`config.mk`:
```
export PLATFORM = sky130hd
export DESIGN_NAME = lpm_mode_ctrl
export DESIGN_NICKNAME = d
export VERILOG_FILES = /design/src/rtl/lpm_pkg.sv /design/src/rtl/lpm_mode_ctrl.sv
export SDC_FILE = /design/constraint.sdc
export NUM_CORES = 1
export LEC_CHECK = 0
export ABC_AREA = 1
export CORE_MARGIN = 4
export CORE_UTILIZATION = 30
export CTS_BUF_LIST = sky130_fd_sc_hd__clkbuf_8
export CTS_CLUSTER_DIAMETER = 30
export CTS_CLUSTER_SIZE = 16
export DETAILED_ROUTE_END_ITERATION = 12
export DONT_BUFFER_PORTS = 1
export PLACE_DENSITY_LB_ADDON = 0.08
export SYNTH_ARGS = -nofsm -noshare
export SYNTH_HDL_FRONTEND = slang
export SYNTH_SLANG_ARGS = --single-unit
```
`constraint.sdc`:
```
create_clock -name clk_i -period 9 [get_ports clk_i]
set_clock_uncertainty 0.1 [all_clocks]
set_input_delay 1.8 -clock clk_i [delete_from_list [all_inputs] [get_ports clk_i]]
set_output_delay 1.8 -clock clk_i [all_outputs]
set_load 0.01 [all_outputs]
```
`src/rtl/lpm_pkg.sv`:
```
`default_nettype none
package lpm_pkg;
	// Timing
	localparam int unsigned CLK_FREQ_HZ     = 10_000_000;
	localparam int unsigned LPO_FREQ_HZ     = 1_000;
	localparam int unsigned LPO_CYCLES      = CLK_FREQ_HZ / LPO_FREQ_HZ;
	localparam int unsigned LPO_CNT_W       = 14;
	localparam int unsigned WTMR_CNT_W      = 11;
	localparam int unsigned WTMR_BASE_LOG2  = 3;

	// Widths
	localparam int unsigned PIN_W           = 8;
	localparam int unsigned ADDR_W          = 5;
	localparam int unsigned DATA_W          = 32;
	localparam int unsigned REG_W           = 8;
	localparam int unsigned SEL_W           = 3;

	// Register byte offsets
	localparam logic [ADDR_W-1:0] OFF_CTRL      = 5'h00;
	localparam logic [ADDR_W-1:0] OFF_STATUS    = 5'h04;
	localparam logic [ADDR_W-1:0] OFF_PWR_ACK   = 5'h08;
	localparam logic [ADDR_W-1:0] OFF_PORT_DATA = 5'h0C;
	localparam logic [ADDR_W-1:0] OFF_PORT_DIR  = 5'h10;
	localparam logic [ADDR_W-1:0] OFF_PERIPH_EN = 5'h14;
	localparam logic [ADDR_W-1:0] OFF_OSC_TRIM  = 5'h18;

	// Control fields
	localparam int unsigned CTRL_SEL_LSB    = 0;
	localparam int unsigned CTRL_DEEP_BIT   = 3;
	localparam int unsigned CTRL_LVDET_BIT  = 4;
	localparam int unsigned CTRL_LVSTOP_BIT = 5;
	localparam int unsigned CTRL_IRQPOL_BIT = 6;
	localparam int unsigned ACK_BIT         = 0;

	// Status fields
	localparam int unsigned STAT_MODE_LSB   = 0;
	localparam int unsigned STAT_PPD_BIT    = 2;
	localparam int unsigned STAT_LATCH_BIT  = 3;
	localparam int unsigned STAT_BKGD_BIT   = 4;
	localparam int unsigned STAT_WAKE_LSB   = 5;

	// Reset values
	localparam logic [REG_W-1:0] CTRL_RST      = 8'h00;
	localparam logic [REG_W-1:0] PORT_DATA_RST = 8'h00;
	localparam logic [REG_W-1:0] PORT_DIR_RST  = 8'h00;
	localparam logic [REG_W-1:0] PERIPH_EN_RST = 8'h00;
	localparam logic [REG_W-1:0] OSC_TRIM_RST  = 8'h80;

	// Debug commands
	localparam logic [1:0] DBG_CMD_HALT     = 2'h0;
	localparam logic [1:0] DBG_CMD_MEM_STAT = 2'h1;

	typedef enum logic [1:0] {MODE_RUN, MODE_WAIT, MODE_SHALLOW, MODE_DEEP} lpm_mode_e;
	typedef enum logic [2:0] {VEC_RESET, VEC_STACK, VEC_IRQ, VEC_KEYPAD, VEC_WTMR} lpm_vec_e;
endpackage
`default_nettype wire

```
`src/rtl/lpm_mode_ctrl.sv`:
```
`timescale 1ns/1ps
`default_nettype none
// Function
// RULE1 - Mode pin high at reset release gives run mode and a reset vector fetch.
// RULE2 - Wait instruction stops CPU clock and clears the interrupt mask bit.
// RULE3 - Any interrupt in wait resumes CPU through the stacking sequence.
// RULE4 - In wait only halt and status debug commands run; status reports error.
// RULE5 - Debug halt during wait wakes into active background mode.
// RULE6 - Deep stop allowed only if low voltage detection is off for stop.
// RULE7 - Deep stop powers off all regulated logic except RAM; regulator, converter standby.
// RULE8 - Deep stop entry latches all pins until acknowledge bit is written one.
// RULE9 - Deep stop ends on reset pin, active-low IRQ or periodic wakeup.
// RULE10 - Deep stop wake restarts as power-on reset; pins remain latched.
// RULE11 - Partial powerdown flag set after deep wake until acknowledge is written.
// RULE12 - Unrestored port registers drive their reset values when latches open.
// RULE13 - Pins of unenabled peripherals fall to port control when latches open.
// RULE14 - 1 kHz source drives periodic wakeup; select zero disables source and wakeup.
// RULE15 - Shallow stop halts clocks, generator, converter; regulator standby; state kept.
// RULE16 - Shallow stop keeps pins through retained logic, not pad latches.
// RULE17 - Shallow stop ends on reset, IRQ, keypad or wakeup timer with matching vector.
// RULE18 - Software never selects full powerdown stop; pins must hold.
// RULE19 - Stop instruction turns clock generator off with its output held static.
// RULE20 - Oscillator trim settings survive shallow stop for fast relock.
// RULE21 - Wake sources are synchronised before any vector fetch is issued.
module lpm_mode_ctrl #(
	parameter int unsigned LPO_CYCLES = lpm_pkg::LPO_CYCLES
) (
	input  wire logic                        clk_i,
	input  wire logic                        rst_n_i,
	input  wire logic                        avs_read_i,
	input  wire logic                        avs_write_i,
	input  wire logic [lpm_pkg::ADDR_W-1:0]  avs_address_i,
	input  wire logic [lpm_pkg::DATA_W-1:0]  avs_writedata_i,
	input  wire logic [3:0]                  avs_byteenable_i,
	output logic      [lpm_pkg::DATA_W-1:0]  avs_readdata_o,
	output logic                             avs_waitrequest_o,
	input  wire logic                        background_mode_select_pin_i,
	input  wire logic                        reset_pin_n_i,
	input  wire logic                        irq_pin_i,
	input  wire logic [lpm_pkg::PIN_W-1:0]   keypad_pins_i,
	input  wire logic                        irq_req_i,
	input  wire logic                        wait_exec_i,
	input  wire logic                        stop_exec_i,
	input  wire logic                        dbg_valid_i,
	input  wire logic [1:0]                  dbg_cmd_i,
	input  wire logic [lpm_pkg::PIN_W-1:0]   periph_out_i,
	input  wire logic [lpm_pkg::PIN_W-1:0]   periph_oe_i,
	output logic      [lpm_pkg::PIN_W-1:0]   pad_out_o,
	output logic      [lpm_pkg::PIN_W-1:0]   pad_oe_o,
	output logic                             pins_latched_o,
	output logic [1:0]                       mode_o,
	output logic                             cpu_clk_en_o,
	output logic                             cond_code_mask_clr_o,
	output logic                             vec_req_o,
	output logic [2:0]                       vec_kind_o,
	output logic                             sys_reset_o,
	output logic                             background_active_o,
	output logic                             dbg_ack_o,
	output logic                             dbg_err_o,
	output logic                             dbg_reject_o,
	output logic                             dbg_mem_go_o,
	output logic                             core_power_off_o,
	output logic                             regulator_standby_o,
	output logic                             converter_standby_o,
	output logic                             converter_disable_o,
	output logic                             gen_off_o,
	output logic                             gen_clk_static_o,
	output logic                             osc_halt_o,
	output logic                             lpo_en_o,
	output logic [lpm_pkg::REG_W-1:0]        osc_trim_o
);
	localparam logic [lpm_pkg::LPO_CNT_W-1:0] LPO_LAST = lpm_pkg::LPO_CNT_W'(LPO_CYCLES - 1);

	logic                           rst_meta_q;
	logic                           rst_sync_q;
	logic                           rst_n;
	logic                           irq_meta_q;
	logic                           irq_sync_q;
	logic [lpm_pkg::PIN_W-1:0]      keypad_meta_q;
	logic [lpm_pkg::PIN_W-1:0]      keypad_sync_q;
	logic                           rpin_meta_q;
	logic                           rpin_sync_q;
	lpm_pkg::lpm_mode_e             mode_q;
	lpm_pkg::lpm_mode_e             mode_d;
	logic [lpm_pkg::REG_W-1:0]      ctrl_q;
	logic [lpm_pkg::REG_W-1:0]      port_data_q;
	logic [lpm_pkg::REG_W-1:0]      port_dir_q;
	logic [lpm_pkg::REG_W-1:0]      periph_en_q;
	logic [lpm_pkg::REG_W-1:0]      osc_trim_q;
	logic                           partial_powerdown_flag_q;
	logic                           latched_q;
	logic                           boot_pending_q;
	logic [2:0]                     wake_src_q;
	logic [lpm_pkg::LPO_CNT_W-1:0]  lpo_cnt_q;
	logic [lpm_pkg::WTMR_CNT_W-1:0] wtmr_cnt_q;
	logic                           wtmr_tick_q;
	logic                           wait_q;
	logic [lpm_pkg::DATA_W-1:0]     rdata_q;
	logic [lpm_pkg::SEL_W-1:0]      wake_sel;
	logic                           lpo_en;
	logic                           irq_act;
	logic                           keypad_act;
	logic                           pin_rst_act;
	logic                           deep_wake;
	logic                           sys_clr;
	logic                           deep_ok;
	logic                           wait_int;
	logic                           dbg_halt;
	logic                           wr_go;
	logic                           ack_wr;
	logic                           enter_deep;

	function automatic logic [lpm_pkg::WTMR_CNT_W-1:0] wtmr_last(
		input logic [lpm_pkg::SEL_W-1:0] sel
	);
		logic [lpm_pkg::WTMR_CNT_W-1:0] one;
		one = lpm_pkg::WTMR_CNT_W'(1);
		return (one << (32'(sel) + lpm_pkg::WTMR_BASE_LOG2)) - one;
	endfunction

	function automatic logic wr_hit(
		input logic [lpm_pkg::ADDR_W-1:0] addr,
		input logic [lpm_pkg::ADDR_W-1:0] off,
		input logic                       go
	);
		return go && (addr == off);
	endfunction

	// Reset release through two flops
	always_ff @(posedge clk_i or negedge rst_n_i) begin
		if (!rst_n_i) begin
			rst_meta_q <= 1'b0;
			rst_sync_q <= 1'b0;
		end else begin
			rst_meta_q <= 1'b1;
			rst_sync_q <= rst_meta_q;
		end
	end
	assign rst_n = rst_sync_q;

	// Wake pins come from an unclocked world in stop; only the second stage is used
	always_ff @(posedge clk_i or negedge rst_n) begin
		if (!rst_n) begin
			irq_meta_q    <= 1'b1;
			irq_sync_q    <= 1'b1;
			keypad_meta_q <= '0;
			keypad_sync_q <= '0;
			rpin_meta_q   <= 1'b1;
			rpin_sync_q   <= 1'b1;
		end else begin
			irq_meta_q    <= irq_pin_i; // see RULE21
			irq_sync_q    <= irq_meta_q;
			keypad_meta_q <= keypad_pins_i;
			keypad_sync_q <= keypad_meta_q;
			rpin_meta_q   <= reset_pin_n_i;
			rpin_sync_q   <= rpin_meta_q;
		end
	end

	assign wake_sel    = ctrl_q[lpm_pkg::CTRL_SEL_LSB +: lpm_pkg::SEL_W];
	assign lpo_en      = (wake_sel != '0); // see RULE14
	assign pin_rst_act = !rpin_sync_q;
	assign keypad_act  = |keypad_sync_q;
	// Deep stop forces IRQ active low whatever polarity was programmed
	assign irq_act     = (mode_q == lpm_pkg::MODE_DEEP) ? !irq_sync_q : // see RULE9
		(ctrl_q[lpm_pkg::CTRL_IRQPOL_BIT] ? irq_sync_q : !irq_sync_q);
	assign deep_wake   = (mode_q == lpm_pkg::MODE_DEEP) &&
		(pin_rst_act || irq_act || wtmr_tick_q); // see RULE9
	assign sys_clr     = pin_rst_act || deep_wake; // see RULE10
	assign deep_ok     = !(ctrl_q[lpm_pkg::CTRL_LVDET_BIT] &&
		ctrl_q[lpm_pkg::CTRL_LVSTOP_BIT]); // see RULE6
	assign wait_int    = irq_req_i || irq_act || keypad_act || wtmr_tick_q; // see RULE3
	assign dbg_halt    = dbg_valid_i && (dbg_cmd_i == lpm_pkg::DBG_CMD_HALT);
	assign enter_deep  = (mode_q != lpm_pkg::MODE_DEEP) && (mode_d == lpm_pkg::MODE_DEEP);

	// Deep stop refused by the detector setting falls back to shallow stop
	always_comb begin
		mode_d = mode_q;
		if (sys_clr) begin
			mode_d = lpm_pkg::MODE_RUN;
		end else begin
			unique case (mode_q)
				lpm_pkg::MODE_RUN: begin
					if (wait_exec_i) begin
						mode_d = lpm_pkg::MODE_WAIT;
					end else if (stop_exec_i) begin
						mode_d = (ctrl_q[lpm_pkg::CTRL_DEEP_BIT] && deep_ok) ? // see RULE6
							lpm_pkg::MODE_DEEP : lpm_pkg::MODE_SHALLOW;
					end
				end
				lpm_pkg::MODE_WAIT: begin
					if (dbg_halt || wait_int) begin // see RULE5
						mode_d = lpm_pkg::MODE_RUN;
					end
				end
				lpm_pkg::MODE_SHALLOW: begin
					if (irq_act || keypad_act || wtmr_tick_q) begin // see RULE17
						mode_d = lpm_pkg::MODE_RUN;
					end
				end
				lpm_pkg::MODE_DEEP: begin
					mode_d = lpm_pkg::MODE_DEEP;
				end
			endcase
		end
	end

	always_ff @(posedge clk_i or negedge rst_n) begin
		if (!rst_n) begin
			mode_q <= lpm_pkg::MODE_RUN;
		end else begin
			mode_q <= mode_d;
		end
	end

	// Power and clock controls follow the next mode so they switch with it
	always_ff @(posedge clk_i or negedge rst_n) begin
		if (!rst_n) begin
			mode_o              <= lpm_pkg::MODE_RUN;
			cpu_clk_en_o        <= 1'b1;
			core_power_off_o    <= 1'b0;
			regulator_standby_o <= 1'b0;
			converter_standby_o <= 1'b0;
			converter_disable_o <= 1'b0;
			gen_off_o           <= 1'b0;
			gen_clk_static_o    <= 1'b0;
			osc_halt_o          <= 1'b0;
		end else begin
			mode_o              <= mode_d;
			cpu_clk_en_o        <= (mode_d == lpm_pkg::MODE_RUN); // see RULE2
			core_power_off_o    <= (mode_d == lpm_pkg::MODE_DEEP); // see RULE7
			regulator_standby_o <= (mode_d == lpm_pkg::MODE_DEEP) ||
				(mode_d == lpm_pkg::MODE_SHALLOW); // see RULE7 see RULE15
			converter_standby_o <= (mode_d == lpm_pkg::MODE_DEEP); // see RULE7
			converter_disable_o <= (mode_d == lpm_pkg::MODE_SHALLOW); // see RULE15
			gen_off_o           <= (mode_d == lpm_pkg::MODE_DEEP) ||
				(mode_d == lpm_pkg::MODE_SHALLOW); // see RULE19
			gen_clk_static_o    <= (mode_d == lpm_pkg::MODE_DEEP) ||
				(mode_d == lpm_pkg::MODE_SHALLOW); // see RULE19
			osc_halt_o          <= (mode_d == lpm_pkg::MODE_DEEP) ||
				(mode_d == lpm_pkg::MODE_SHALLOW); // see RULE15
		end
	end

	// CPU side events: mask clear, vectors, system reset, background entry
	always_ff @(posedge clk_i or negedge rst_n) begin
		if (!rst_n) begin
			cond_code_mask_clr_o <= 1'b0;
			vec_req_o            <= 1'b0;
			vec_kind_o           <= lpm_pkg::VEC_RESET;
			sys_reset_o          <= 1'b0;
			background_active_o  <= 1'b0;
			boot_pending_q       <= 1'b1;
		end else begin
			cond_code_mask_clr_o <= 1'b0;
			vec_req_o            <= 1'b0;
			sys_reset_o          <= sys_clr; // see RULE10
			if (sys_clr) begin
				boot_pending_q      <= 1'b1;
				background_active_o <= 1'b0;
			end else if (boot_pending_q) begin
				boot_pending_q <= 1'b0;
				if (background_mode_select_pin_i) begin
					vec_req_o  <= 1'b1; // see RULE1
					vec_kind_o <= lpm_pkg::VEC_RESET;
				end else begin
					background_active_o <= 1'b1;
				end
			end else begin
				unique case (mode_q)
					lpm_pkg::MODE_RUN: begin
						if (wait_exec_i) begin
							cond_code_mask_clr_o <= 1'b1; // see RULE2
						end
						if (dbg_halt) begin
							background_active_o <= 1'b1;
						end
					end
					lpm_pkg::MODE_WAIT: begin
						if (dbg_halt) begin
							background_active_o <= 1'b1; // see RULE5
						end else if (wait_int) begin
							vec_req_o  <= 1'b1; // see RULE3
							vec_kind_o <= lpm_pkg::VEC_STACK;
						end
					end
					lpm_pkg::MODE_SHALLOW: begin
						if (irq_act) begin
							vec_req_o  <= 1'b1; // see RULE17
							vec_kind_o <= lpm_pkg::VEC_IRQ;
						end else if (keypad_act) begin
							vec_req_o  <= 1'b1;
							vec_kind_o <= lpm_pkg::VEC_KEYPAD;
						end else if (wtmr_tick_q) begin
							vec_req_o  <= 1'b1;
							vec_kind_o <= lpm_pkg::VEC_WTMR;
						end
					end
					lpm_pkg::MODE_DEEP: vec_req_o <= 1'b0;
				endcase
			end
		end
	end

	// Cause of the last exit from a low-power mode, kept across the restart
	always_ff @(posedge clk_i or negedge rst_n) begin
		if (!rst_n) begin
			wake_src_q <= lpm_pkg::VEC_RESET;
		end else if (pin_rst_act) begin
			wake_src_q <= lpm_pkg::VEC_RESET;
		end else if (mode_q != lpm_pkg::MODE_RUN && mode_d == lpm_pkg::MODE_RUN) begin
			if (irq_act) begin
				wake_src_q <= lpm_pkg::VEC_IRQ;
			end else if (keypad_act && mode_q != lpm_pkg::MODE_DEEP) begin
				wake_src_q <= lpm_pkg::VEC_KEYPAD;
			end else if (wtmr_tick_q) begin
				wake_src_q <= lpm_pkg::VEC_WTMR;
			end else begin
				wake_src_q <= lpm_pkg::VEC_STACK;
			end
		end
	end

	// Debug gate: in low-power modes only halt and status commands are served
	always_ff @(posedge clk_i or negedge rst_n) begin
		if (!rst_n) begin
			dbg_ack_o    <= 1'b0;
			dbg_err_o    <= 1'b0;
			dbg_reject_o <= 1'b0;
			dbg_mem_go_o <= 1'b0;
		end else begin
			dbg_ack_o    <= 1'b0;
			dbg_err_o    <= 1'b0;
			dbg_reject_o <= 1'b0;
			dbg_mem_go_o <= 1'b0;
			if (dbg_valid_i) begin
				if (mode_q == lpm_pkg::MODE_RUN) begin
					dbg_ack_o    <= 1'b1;
					dbg_mem_go_o <= (dbg_cmd_i != lpm_pkg::DBG_CMD_HALT);
				end else if (dbg_cmd_i == lpm_pkg::DBG_CMD_HALT) begin
					dbg_ack_o <= 1'b1; // see RULE4
				end else if (dbg_cmd_i == lpm_pkg::DBG_CMD_MEM_STAT) begin
					dbg_ack_o <= 1'b1; // see RULE4
					dbg_err_o <= 1'b1;
				end else begin
					dbg_reject_o <= 1'b1; // see RULE4
				end
			end
		end
	end

	// 1 kHz source divided down from clk_i and periodic wakeup divider
	always_ff @(posedge clk_i or negedge rst_n) begin
		if (!rst_n) begin
			lpo_cnt_q   <= '0;
			wtmr_cnt_q  <= '0;
			wtmr_tick_q <= 1'b0;
			lpo_en_o    <= 1'b0;
		end else begin
			wtmr_tick_q <= 1'b0;
			lpo_en_o    <= lpo_en && !sys_clr;
			if (!lpo_en || sys_clr) begin
				lpo_cnt_q  <= '0; // see RULE14
				wtmr_cnt_q <= '0;
			end else if (lpo_cnt_q == LPO_LAST) begin
				lpo_cnt_q <= '0;
				if (wtmr_cnt_q >= wtmr_last(wake_sel)) begin
					wtmr_cnt_q  <= '0;
					wtmr_tick_q <= 1'b1; // see RULE14
				end else begin
					wtmr_cnt_q <= wtmr_cnt_q + lpm_pkg::WTMR_CNT_W'(1);
				end
			end else begin
				lpo_cnt_q <= lpo_cnt_q + lpm_pkg::LPO_CNT_W'(1);
			end
		end
	end

	// Avalon-MM slave: waitrequest drops for one cycle, one cycle after a request
	assign wr_go  = avs_write_i && !wait_q && avs_byteenable_i[0];
	assign ack_wr = wr_hit(avs_address_i, lpm_pkg::OFF_PWR_ACK, wr_go) &&
		avs_writedata_i[lpm_pkg::ACK_BIT];

	always_ff @(posedge clk_i or negedge rst_n) begin
		if (!rst_n) begin
			wait_q  <= 1'b1;
			rdata_q <= '0;
		end else begin
			if (wait_q && (avs_read_i || avs_write_i)) begin
				wait_q <= 1'b0;
			end else begin
				wait_q <= 1'b1;
			end
			if (wait_q && avs_read_i) begin
				rdata_q <= '0;
				unique case (avs_address_i)
					lpm_pkg::OFF_CTRL:      rdata_q[lpm_pkg::REG_W-1:0] <= ctrl_q;
					lpm_pkg::OFF_STATUS: begin
						rdata_q[lpm_pkg::STAT_MODE_LSB +: 2]  <= mode_q;
						rdata_q[lpm_pkg::STAT_PPD_BIT]        <= partial_powerdown_flag_q;
						rdata_q[lpm_pkg::STAT_LATCH_BIT]      <= latched_q;
						rdata_q[lpm_pkg::STAT_BKGD_BIT]       <= background_active_o;
						rdata_q[lpm_pkg::STAT_WAKE_LSB +: 3]  <= wake_src_q;
					end
					lpm_pkg::OFF_PORT_DATA: rdata_q[lpm_pkg::REG_W-1:0] <= port_data_q;
					lpm_pkg::OFF_PORT_DIR:  rdata_q[lpm_pkg::REG_W-1:0] <= port_dir_q;
					lpm_pkg::OFF_PERIPH_EN: rdata_q[lpm_pkg::REG_W-1:0] <= periph_en_q;
					lpm_pkg::OFF_OSC_TRIM:  rdata_q[lpm_pkg::REG_W-1:0] <= osc_trim_q;
					default:                rdata_q <= '0;
				endcase
			end
		end
	end
	assign avs_readdata_o    = rdata_q;
	assign avs_waitrequest_o = wait_q;

	// Software registers return to reset values on any system restart
	always_ff @(posedge clk_i or negedge rst_n) begin
		if (!rst_n) begin
			ctrl_q      <= lpm_pkg::CTRL_RST;
			port_data_q <= lpm_pkg::PORT_DATA_RST;
			port_dir_q  <= lpm_pkg::PORT_DIR_RST;
			periph_en_q <= lpm_pkg::PERIPH_EN_RST;
			osc_trim_q  <= lpm_pkg::OSC_TRIM_RST;
		end else if (sys_clr) begin
			ctrl_q      <= lpm_pkg::CTRL_RST; // see RULE10
			port_data_q <= lpm_pkg::PORT_DATA_RST; // see RULE12
			port_dir_q  <= lpm_pkg::PORT_DIR_RST;
			periph_en_q <= lpm_pkg::PERIPH_EN_RST; // see RULE13
			osc_trim_q  <= lpm_pkg::OSC_TRIM_RST;
		end else begin
			if (wr_hit(avs_address_i, lpm_pkg::OFF_CTRL, wr_go)) begin
				ctrl_q <= avs_writedata_i[lpm_pkg::REG_W-1:0];
			end
			if (wr_hit(avs_address_i, lpm_pkg::OFF_PORT_DATA, wr_go)) begin
				port_data_q <= avs_writedata_i[lpm_pkg::REG_W-1:0];
			end
			if (wr_hit(avs_address_i, lpm_pkg::OFF_PORT_DIR, wr_go)) begin
				port_dir_q <= avs_writedata_i[lpm_pkg::REG_W-1:0];
			end
			if (wr_hit(avs_address_i, lpm_pkg::OFF_PERIPH_EN, wr_go)) begin
				periph_en_q <= avs_writedata_i[lpm_pkg::REG_W-1:0];
			end
			// Trim is untouched by shallow stop so the loop relocks quickly
			if (wr_hit(avs_address_i, lpm_pkg::OFF_OSC_TRIM, wr_go)) begin
				osc_trim_q <= avs_writedata_i[lpm_pkg::REG_W-1:0]; // see RULE20
			end
		end
	end
	assign osc_trim_o = osc_trim_q;

	// Pad latch and powerdown flag survive the restart; only power-on or an acknowledge write clears them
	always_ff @(posedge clk_i or negedge rst_n) begin
		if (!rst_n) begin
			latched_q                <= 1'b0;
			partial_powerdown_flag_q <= 1'b0;
		end else begin
			if (ack_wr) begin
				latched_q                <= 1'b0; // see RULE8
				partial_powerdown_flag_q <= 1'b0; // see RULE11
			end
			if (enter_deep) begin
				latched_q <= 1'b1; // see RULE8
			end
			if (deep_wake) begin
				partial_powerdown_flag_q <= 1'b1; // see RULE11
				latched_q                <= 1'b1; // see RULE10
			end
		end
	end

	// Shallow stop needs no latch: the registers feeding the pads are retained
	always_ff @(posedge clk_i or negedge rst_n) begin
		if (!rst_n) begin
			pad_out_o      <= '0;
			pad_oe_o       <= '0;
			pins_latched_o <= 1'b0;
		end else begin
			pins_latched_o <= latched_q || enter_deep;
			if (!latched_q && !enter_deep) begin
				for (int i = 0; i < lpm_pkg::PIN_W; i++) begin
					pad_out_o[i] <= periph_en_q[i] ? periph_out_i[i] : port_data_q[i]; // see RULE16
					pad_oe_o[i]  <= periph_en_q[i] ? periph_oe_i[i] : port_dir_q[i]; // see RULE13
				end
			end
		end
	end
endmodule // lpm_mode_ctrl
`default_nettype wire

```
======== After elaboration in Yosys (flattened, before gate mapping) ========
Cells that the tools add are included.
storage, ports and cells
  bits in registers ....................... 138
  latch bits .............................. 0
  RAM bits ................................ 0
  memory bits (read-only) ................. 0
  input port bits ......................... 78
  output and inout port bits .............. 80
  memories kept ........................... 0
cells by class
  $add $sub $neg .......................... 4
  $mul .................................... 0
  divide/modulo/power cells ............... 0
  magnitude comparators ................... 1
  eq/ne operators ......................... 20
  shifts and indexed selects .............. 1
  muxes and demuxes ....................... 94
  bitwise logic cells ..................... 1
  reduce and logical (&&, ||, !) cells .... 63
operators with widths
  kind                                                  number
  2-to-1 mux 8 bit                                      10
  2-to-1 mux 1 bit                                      58
  one-hot mux 8 bit (6 select lines)                    1
  2-to-1 mux 3 bit                                      12
  2-to-1 mux 11 bit                                     3
  2-to-1 mux 14 bit                                     2
  logical AND 1 bit                                     20
  nonzero test 2 bit                                    9
  equality test 5 bit (second input constant)           3
  nonzero test 3 bit                                    5
  adder 14 x 1 -> 14 bit (second input constant)        1
  equality test 14 bit (second input constant)          1
  logical OR 1 bit                                      13
  adder 11 x 1 -> 11 bit (second input constant)        1
  >= comparator 11 bit                                  1
  left shift 1 x 4 -> 11 bit (first input constant)     1
  subtractor 11 x 1 -> 11 bit (second input constant)   1
  equality test 5 x 4 -> 1 bit (second input constant)  2
  2-to-1 mux 2 bit                                      5
  equality test 2 bit (second input constant)           4
  zero test 1 bit                                       8
  one-hot mux 2 bit (4 select lines)                    1
  OR reduction 8 bit                                    1
  zero test 2 bit                                       3
  15 further kinds                                      18

======== Depth between registers and ports, before layout ========
Gate-level depths: netlist of run 1.
  depth after elaboration ................. 14
  mapped depth ............................ 15
  gate-level depth less buffers ........... 15

======== Least setup slack after synthesis of run 1 ========
No wires, ideal clock.
  path kind ............................... input -> register
  from .................................... in dbg_cmd_i[1]
  to ...................................... reg pad_oe_o[7] (netlist bit)
  data arrival time ....................... 2.933 ns
  required time ........................... 8.783 ns
  slack ................................... 5.851 ns
  cell stages on the path ................. 10
  path buffers ............................ 1
  path through ............................ inv_1 nand2_1 nor2_1 nor2_1 nand4_2 a21oi_4 nand4_4 buf_2 nand3_1 nand2_1
between the ends
  longest elaborated chain between the ends .. 10
ends and longest elaborated chain
  element                             RTL line              text
  start, declared                     lpm_mode_ctrl.sv:45   input wire logic [1:0] dbg_cmd_i,
  zero test 2 bit                     lpm_mode_ctrl.sv:173  assign dbg_halt = dbg_valid_i && (dbg_cmd_i == lpm_pkg::DBG_CMD_HALT);
  logical AND 1 bit                   lpm_mode_ctrl.sv:173
  logical OR 1 bit                    lpm_mode_ctrl.sv:192  if (dbg_halt || wait_int) begin
  2-to-1 mux 2 bit                    lpm_mode_ctrl.sv:192
  one-hot mux 2 bit (4 select lines)  lpm_mode_ctrl.sv:182  unique case (mode_q)
  2-to-1 mux 2 bit                    lpm_mode_ctrl.sv:179  if (sys_clr) begin
  net mode_d[0]                       lpm_mode_ctrl.sv:84   lpm_pkg::lpm_mode_e mode_d;
  equality test 2 bit                 lpm_mode_ctrl.sv:174  assign enter_deep = (mode_q != lpm_pkg::MODE_DEEP) && (mode_d == lpm_pkg::MODE_DEEP);
  logical AND 1 bit                   lpm_mode_ctrl.sv:174
  zero test 1 bit                     lpm_mode_ctrl.sv:480  if (!latched_q && !enter_deep) begin
  logical AND 1 bit                   lpm_mode_ctrl.sv:480
  end signal, assigned by index       lpm_mode_ctrl.sv:483  pad_oe_o[i] <= periph_en_q[i] ? periph_oe_i[i] : port_dir_q[i];
  end, declared                       lpm_mode_ctrl.sv:49   output logic [lpm_pkg::PIN_W-1:0] pad_oe_o,
The timed path passes the listed nets, and every way through them passes these cells.
A chain may end at the register's enable or synchronous reset.

==> flow_summary.yaml, run 1 <==
outcome:
  status: "finished, final reports clean"
worst_setup_path:
  slowest_stage: "nor2_2"
  path_delay_family: "simple AND/OR/NAND/NOR gates"
  cpMostUsedCell: "inv_2"
  worst_setup_path_end_kind: "flop"
  crit_buf_inv: 4
  critPathKind: "flop to flop"
  path_cells: "ha_1 > inv_2 > a31oi_1 > nor2_2 > inv_1 > nor2_1 > inv_2 > nor2_2 > inv_2 > nor3_1"
  worstSetupStartpointType: "flop"
  worstPathArrival_ns: 3.99
  slowest_delay_ns: 0.63
  worstPathMaxFanout: 17
  crit_required_ns: 9.25
die:
  ios: 158
  core_um2: 21800
  dieArea_um2: 24600
  dieWidth_um: 157
  rows: 54
  start_util: 0.305
  die_y_um: 157
power_and_ir_drop:
  power.leakage_uw: 0.00330
  clock_power_share: 0.328
  intPower_uw: 1050
  seqPwrFrac: 0.514
  power_uw: 1610
  netSwitchingFraction: 0.348
  p_per_area_nw_per_um2: 222
  switchingPower_uw: 560
  combPwrFrac: 0.158
  peakVddDrop_mv: 0.0775
cells_and_area:
  nFillCells: 2292
  syn2layout_area_growth_pct: 8.88
  nNetsFinal: 872
  drive_above_1_share: 0.0863
  final_area_um2: 7240
  multi_input_area_um2: 2720
  postLayoutCoreUtil: 0.332
  antenna_cells: 0
  seq_area_um2: 3470
worst_hold_path:
  hold_class: "flop to async pin"
cts:
  post_cts_buffers: 0
  cts_htree_levels: 4
  clkLatencyLatePin_ns: 0.43
  cts.sinks: 138
  cts-buffers-inserted: 17
  cts_tree: "yes"
  cts_resized: 0
  path_clk_slew_ns: 0.09
  ctsHoldBuffers: 0
  clock_path_buffers: 2
  cts-root-buf: "clkbuf_8"
sta:
  whs_ns: 0.212
  finalSetupTns_ns: 0
  period_needed_ns: 3.74
  worst_pin_slew_ns: 0.981
  period_share: 0.415
  rsz0062_at_grt: "false"
  fmax_mhz: 268
  max-slew-margin-rel: 0.344
  drv_slew: 0
  hold_violations: 0
  setup_violations: 0
logic_synthesis:
  ys_warn_count: 0
  avgSynthCellArea_um2: 8.63
  syn_area_um2: 6650
  synth_cells: 771
  seq_area_frac_synth: 0.521
  ys_seq_elements: 138
  synth_cell_types: 44
route:
  drt_iter0_markers: 351
  viasPerCell: 4.78
  detailedRoute.firstPassIterationCount: 5
  vias: 5104
  drc: 0
  drt_wl_total_um: 18300
  ant_nets: 0
  wl_per_cell_um: 17.2
placed_design:
  place.gp.congestion: 0.823
  placed_cell_area_um2: 6830
  port_buffers: 0
  hpwl_um: 13800
global_routing:
  grt_pass1_wl_um: 28100
  grt_max_degree: 55
  grt_overflow: 0
  grt_usage: 0.149
  grt_antenna_before_repair: 0
  grt_pass1_vias: 4914
job:
  drv_cap: 0
==> state kept, by name (all words and copies together) (netlist names), 2 cells and up <==
register / flops
wake_src_q: 3
keypad_sync_q: 8
ctrl_q: 8
osc_trim_o: 8
avs_readdata_o: 8
wtmr_cnt_q: 11
lpo_cnt_q: 14
pad_oe_o: 8
port_dir_q: 8
vec_kind_o: 3
periph_en_q: 8
pad_out_o: 8
port_data_q: 8
mode_o: 2
keypad_meta_q: 8
==> cell type report <==
class                      count  share of cell area
sequential                   138               0.479
multi-input combinational    540               0.375
tap                          280              0.0484
inverter                      76              0.0394
clock buffer                  18              0.0342
clock inverter                14              0.0221
timing repair buffer           2             0.00207
==> synth_stat cells (all sizes together) <==
cell type | n | area (µm²)
a211oi | 2 | 15.0
a21o | 1 | 7.51
a21oi | 29 | 164
a22o | 1 | 8.76
a311oi | 1 | 8.76
a31oi | 3 | 18.8
a41oi | 5 | 43.8
buf | 37 | 268
clkbuf | 6 | 22.5
clkinv | 1 | 3.75
conb | 2 | 7.51
dfrtp | 130 | 3250
dfstp | 8 | 210
ha | 19 | 238
inv | 75 | 282
nand2 | 203 | 779
nand3 | 41 | 205
nand3b | 6 | 45.0
nand4 | 11 | 90.1
nor2 | 71 | 299
nor3 | 14 | 70.1
nor3b | 1 | 7.51
nor4 | 6 | 58.8
o2111ai | 1 | 8.76
o211ai | 2 | 15.0
o21a | 1 | 7.51
o21ai | 77 | 385
o22ai | 8 | 50.1
xnor2 | 1 | 8.76
xor2 | 8 | 70.1
==> through the flow <==
step,setup slack [ns],cells
global placement,5.21,1036
finish,5.26,1068
detailed placement,5.21,1036
floorplan,4.78,797
CTS,5.17,1068
global route,4.91,1068
==> worst paths after layout <==
| kind | from | end | slack, ns | cells past startpoint |
|---|---|---|---|---|
| setup reg to reg | mode_o[0] | lpo_cnt_q[13] | 5.26 | 10 |
| setup / recovery | mode_o[0] | lpo_cnt_q[13] | 5.26 | 10 |
| max in group asynchronous | rst_n | vec_kind_o[1] | 6.87 | 2 |
| hold / removal | rst_n | keypad_sync_q[2] | 0.21 | 0 |
| hold reg to reg | rst_n | keypad_sync_q[2] | 0.21 | 0 |
| min in group clk_i | keypad_meta_q[4] | keypad_sync_q[4] | 0.25 | 0 |
==> placed cells by master (no fill, tap or decap), types with 3 or more instances in the layout <==
cell,n
nor4_1,4
clkbuf_8,18
nand3_1,41
nand2_1,198
xor2_1,8
nor3_1,14
inv_1,72
dfstp_2,8
nor2_1,62
nand4_1,9
a21oi_1,26
nor2_2,7
a31oi_1,3
o22ai_1,8
ha_1,19
clkinvlp_4,3
nand2_2,4
a41oi_1,5
o21ai_0,71
inv_6,6
nand3b_1,6
o21ai_1,6
dfrtp_1,129
conb_1,28
inv_2,3
==> worst register-to-register path, cell delays in order, from the launching register on <==
cell	delay, ns
dfrtp_1	0.54
ha_1	0.32
inv_2	0.11
a31oi_1	0.09
nor2_2	0.47
inv_1	0.49
nor2_1	0.33
inv_2	0.13
nor2_2	0.63
inv_2	0.21
nor3_1	0.24
==> routing by layer <==
| metal | share of wire | GRT usage |
|---|---|---|
| met3 | 0.084 | 0.0520 |
| met1 | 0.44 | 0.191 |
| met4 | 0.011 | 0.0446 |
| met2 | 0.47 | 0.239 |
| met5 | 0 | 0 |
==> kinds of logic after synthesis <==
| kind of cell | after synthesis | synth area share |
|---|---|---|
| buffers and inverters | 119 | 0.0865 |
| other | 2 | 0.00113 |
| AND/OR/NAND/NOR | 353 | 0.234 |
| AO/OA/AOI/OAI | 131 | 0.110 |
| flip-flops | 138 | 0.521 |
| XOR/XNOR | 9 | 0.0119 |
| adder cells (fa/ha/maj) | 19 | 0.0357 |
==> power groups by stage <==
stage / clock network [µW] / logic, µW / registers (µW)
3_3_place_gp: 0 / 253 / 839
5_1_grt: 577 / 294 / 841
2_1_floorplan: 0 / 217 / 808
6_report: 528 / 254 / 826
4_1_cts: 551 / 258 / 829
3_5_place_dp: 0 / 257 / 841
No activity file was read; power rests on OpenSTA's default activity.
==> inputs of run 2 (changes only) <==
==> constraint.sdc (replaced) <==
create_clock -name clk_i -period 3.6 [get_ports clk_i]
set_clock_uncertainty 0.1 [all_clocks]
set_input_delay 0.72 -clock clk_i [delete_from_list [all_inputs] [get_ports clk_i]]
set_output_delay 0.72 -clock clk_i [all_outputs]
set_load 0.01 [all_outputs]
==> run 2 against run 1 <==
Final area grew 1.5%. Global-route usage decreased by 0.18 points. Setup slack worse by 4.4 ns. Clock power grew to 2.8 times the previous value. Utilization is 0.48 points higher. Total power increased to 2.6 times the previous value. Worst hold slack got worse by 0.037 ns. Via count down 1.6%. Highest routed layer unchanged. Clock-buffer cell count did not move. Largest power group unchanged. Critical path depth is the same. Register-to-register slack worse by 4.4 ns. Combinational power increased to 2.5 times the previous value.
==> flow_summary.yaml, run 2 (synthesis results as in run 1) <==
cts:
  clock_path_buffers: 2
  post_cts_buffers: 0
  cts_tree: "yes"
  cts-buffers-inserted: 17
  clkLatencyLatePin_ns: 0.43
  cts_htree_levels: 4
  path_clk_slew_ns: 0.08
  cts.sinks: 138
  cts-root-buf: "clkbuf_8"
worst_setup_path:
  r2r_start: "mode_o[0]"
  critPathKind: "flop to flop"
  rr_endpoint: "lpo_cnt_q[13]"
  worstSetupStartpointType: "flop"
  worstPathArrival_ns: 2.97
  crit_required_ns: 3.85
  worstPathMaxFanout: 9
  worst_setup_path_end_kind: "flop"
  reg2regPathDepth: 10
  r2r_slack_ns: 0.88
cells_and_area:
  final_common_cell: "nand2_1"
  largest_register_ffs: 14
  antenna_cells: 0
  largest_registers: "lpo_cnt_q x14, wtmr_cnt_q x11"
  nNetsFinal: 877
  multi_input_area_um2: 2710
  nFillCells: 2277
  syn2layout_area_growth_pct: 10.5
  seq_area_um2: 3470
  drive_above_1_share: 0.0895
  top_register: "lpo_cnt_q"
  layout_common_cells: "198 x nand2_1, 129 x dfrtp_1, 72 x inv_1"
die:
  start_util: 0.305
  rows: 54
  ios: 158
  die_y_um: 157
  dieWidth_um: 157
  core_um2: 21800
  dieArea_um2: 24600
sta:
  max-slew-margin-rel: 0.473
  period_needed_ns: 2.72
  fin_ws_ns: 0.880
  period_share: 0.756
  hold_violations: 0
  rsz0062_at_grt: "false"
  whs_ns: 0.174
  setup_violations: 0
  fmax_mhz: 368
  finalSetupTns_ns: 0
  drv_slew: 0
  worst_pin_slew_ns: 0.788
worst_hold_path:
  whs_endpoint: "irq_meta_q"
  worstHoldPathCells: 0
  min_from: "irq_pin_i"
  hold_class: "primary input to flop"
route:
  vias: 5024
  drc: 0
  wl_per_cell_um: 16.7
  drt_iter0_markers: 287
  viasPerCell: 4.68
  detailedRoute.firstPassIterationCount: 5
  ant_nets: 0
  drt_wl_total_um: 17900
global_routing:
  grt_pass1_wl_um: 27700
  grt_usage: 0.147
  grt_overflow: 0
  grt_antenna_before_repair: 0
  grt_max_degree: 91
  grt_pass1_vias: 4965
job:
  drv_cap: 0
placed_design:
  port_buffers: 0
  dp_slack_ns: 0.873
  place.gp.congestion: 0.819
  hpwl_um: 13600
power_and_ir_drop:
  peakVddDrop_mv: 0.234
  power.leakage_uw: 0.00336
  p_per_area_nw_per_um2: 571
outcome:
  status: "finished, final reports clean"
## run 2: routing by layer
layer  vias up  wire [µm]  GRT usage
li1       2483          -          -
met2       144       8210      0.232
met4         0        170     0.0384
met3         9       1570     0.0599
met1      2388       7950      0.189
met5         -          0          0
## run 2: per-stage QoR
step,instances,power (µW),util,instance area [µm²]
2_1_floorplan,797,2560,-,6750
3_3_place_gp,1040,2740,0.315,6870
3_5_place_dp,1040,2750,0.315,6870
4_1_cts,1073,4270,0.337,7350
5_1_grt,1073,4460,0.337,7350
6_report,1073,4200,0.337,7350
## run 2: how the worst max path moves through the flow
stage	from	endpoint	cells after the start
5_1_grt	mode_o[0]	lpo_cnt_q[13]	10
6_report	mode_o[0]	lpo_cnt_q[13]	10
2_1_floorplan	rst_n	avs_readdata_o[0]	0
3_5_place_dp	mode_o[0]	lpo_cnt_q[13]	10
4_1_cts	mode_o[0]	lpo_cnt_q[13]	10
3_3_place_gp	mode_o[0]	lpo_cnt_q[9]	10
## run 2: cell type report
class / instances / share of cell area
multi-input combinational: 540 / 0.369
clock inverter: 14 / 0.0298
inverter: 76 / 0.0388
sequential: 138 / 0.472
tap: 280 / 0.0477
clock buffer: 18 / 0.0337
timing repair buffer: 7 / 0.00920
## run 2: timing repair
item / 4_1_cts / 5_1_grt
resized for setup: 0 / 0
hold buffers: 1 / 0
endpoints found under the hold margin: 2 / 0
## run 2: report_power, final
group	leakage [µW]	internal, µW	switching (µW)
logic	0.00136	196	442
clock network	0.000229	848	643
registers	0.00176	1780	287
## run 2: critical path: stages, from the launching register on
cell,delay [ns]
dfrtp_1,0.55
ha_1,0.33
inv_2,0.11
a31oi_1,0.08
nor2_2,0.12
inv_1,0.21
nor2_1,0.27
inv_2,0.12
nor2_2,0.35
inv_2,0.17
nor3_1,0.21
==> inputs of run 3 (changes only) <==
==> constraint.sdc (replaced) <==
create_clock -name clk_i -period 2.2 [get_ports clk_i]
set_clock_uncertainty 0.1 [all_clocks]
set_input_delay 0.44 -clock clk_i [delete_from_list [all_inputs] [get_ports clk_i]]
set_output_delay 0.44 -clock clk_i [all_outputs]
set_load 0.01 [all_outputs]
==> run 3 against run 2 <==
Register-to-register slack lost 0.82 ns. Total power grew 68%. Clock-buffer cell count shrank 1. Maximum frequency grew 27%. Sequential power grew 61%. Critical path depth grew 2. Sequential share of layout area shrank 5.0 points. Clock power grew 40%. Die area is the same. Cell count grew 5.7%. Global-route usage grew 0.49 points. Setup slack lost 0.82 ns. Critical path type unchanged. Largest power group unchanged. Highest routed layer unchanged.
==> flow_summary.yaml, run 3 (synthesis results as in run 1) <==
sta:
  hold_violations: 0
  drv_slew: 0
  whs_ns: 0.0397
  period_needed_ns: 2.14
  fmax_mhz: 466
  period_share: 0.975
  worst_pin_slew_ns: 0.910
  max-slew-margin-rel: 0.389
  rsz0062_at_grt: "true"
  setup_violations: 0
global_routing:
  grt_pass1_wl_um: 28700
  grt_max_degree: 88
  grt_overflow: 0
  grt_antenna_before_repair: 0
  grt_pass1_vias: 5190
  grt_usage: 0.152
worst_setup_path:
  reg2regPathDepth: 12
  critPathKind: "flop to flop"
  crit_required_ns: 2.44
  worst_setup_path_end_kind: "flop"
  critPathLaunch: "mode_o[1]"
  r2r_slack_ns: 0.06
  rr_endpoint: "pad_out_o[6]"
  worstPathArrival_ns: 2.38
  endpoint: "pad_out_o[6]"
  worstSetupStartpointType: "flop"
  worstPathMaxFanout: 8
  r2r_start: "mode_o[1]"
cells_and_area:
  final_area_um2: 8220
  nNetsFinal: 938
  final_common_cell: "nand2_1"
  syn2layout_area_growth_pct: 23.6
  antenna_cells: 0
  largest_registers: "lpo_cnt_q x14, wtmr_cnt_q x11"
  largest_register_ffs: 14
  fin_cells: 1134
  drive_above_1_share: 0.199
  layout_common_cells: "194 x nand2_1, 128 x dfrtp_1, 68 x o21ai_0, 68 x inv_1, 51 x nor2_1"
  top_register: "lpo_cnt_q"
placed_design:
  placed_cells: 1066
  hpwl_um: 13900
  port_buffers: 0
  placed_cell_area_um2: 7100
  place.gp.congestion: 0.825
route:
  detailedRoute.firstPassIterationCount: 4
  vias: 5330
  wl_per_cell_um: 17.0
  drt_iter0_markers: 347
  drc: 0
  ant_nets: 0
  viasPerCell: 4.70
  drt_wl_total_um: 19200
die:
  ios: 158
  die_y_um: 157
  rows: 54
  dieWidth_um: 157
  dieArea_um2: 24600
  start_util: 0.305
  core_um2: 21800
cts:
  cts.sinks: 138
  cts_htree_levels: 4
  clkLatencyLatePin_ns: 0.45
  cts-buffers-inserted: 17
  path_clk_slew_ns: 0.09
  clock_path_buffers: 2
  cts-root-buf: "clkbuf_8"
  cts_tree: "yes"
power_and_ir_drop:
  p_per_area_nw_per_um2: 857
  power.leakage_uw: 0.00368
  peakVddDrop_mv: 0.319
outcome:
  status: "finished, final reports clean"
worst_hold_path:
  hold_class: "primary input to flop"
job:
  drv_cap: 0
==> run 3: cell types whose count changed in the layout (fill, tap and decap cells not counted), moves of 4 or more <==
cell and change:
dlygate4sd3_1 +14, nor2_4 +8, buf_4 +34, inv_1 -4, bufinv_16 -4, nor2_1 -11, nand3_2 +20, nand3_1 -20
nand2_1 -4, nand2_2 +4, inv_6 +5, buf_12 +7, a21oi_1 -4
==> run 3: cell type report <==
type	instances	area, µm²
Clock inverter	15	155
Multi-Input combinational cell	541	3030
Clock buffer	17	234
Timing Repair Buffer	67	687
Fill cell	2221	13600
Sequential cell	138	3470
Inverter	76	297
Tap cell	280	350
==> run 3: metrics by stage <==
step / power [µW] / TNS [ns] / utilization / setup WS, ns
after detailed placement: 4660 / -1.28 / 0.325 / -0.0849
after CTS: 6820 / 0 / 0.352 / 0.0109
final: 7040 / 0 / 0.377 / 0.0553
after global routing: 7530 / -0.680 / 0.377 / -0.0449
after floorplan: 4190 / 0 / - / 0.0487
after global placement: 4630 / -0.398 / 0.325 / -0.0852
==> run 3: routing by layer <==
layer	global-route usage	part of all wire	vias to the layer above
li1	-	-	2626
met1	0.193	0.44	2553
met2	0.246	0.48	133
met3	0.0544	0.073	18
met4	0.0438	0.014	0
met5	0	0	-
==> run 3: worst max-delay path: stages, from the launching register on <==
cell and delay, ns:
dfrtp_1 0.43, buf_6 0.16, inv_2 0.05, ha_2 0.16, inv_1 0.06, nor2_4 0.16
nand4_4 0.13, a21oi_4 0.20, nand4_4 0.12, buf_12 0.16, clkbuf_16 0.16, nand3_2 0.06
nand2_1 0.08
==> run 3: repair_timing <==
action                                 CTS  global route
gates resized for setup                  7            76
pin swaps                                0            31
buffers inserted                         0            18
gates cloned                             0             4
setup endpoints to repair               42            82
hold buffers                            15             0
endpoints found under the hold margin   17             0
==> run 3: worst min-delay path by stage <==
stage | start | to | depth (start not counted)
2_1_floorplan | rst_n_i | rst_meta_q | 0
3_3_place_gp | rst_n_i | rst_meta_q | 0
3_5_place_dp | rst_n_i | rst_meta_q | 0
4_1_cts | dbg_cmd_i[0] | dbg_err_o | 2
5_1_grt | dbg_cmd_i[0] | dbg_err_o | 2
6_report | dbg_cmd_i[0] | dbg_err_o | 2
==> run 3: where the power goes <==
group | internal, µW | switching [µW] | leakage [µW]
logic | 655 | 965 | 0.00173
registers | 2910 | 420 | 0.00176
clock network | 938 | 1150 | 0.000186
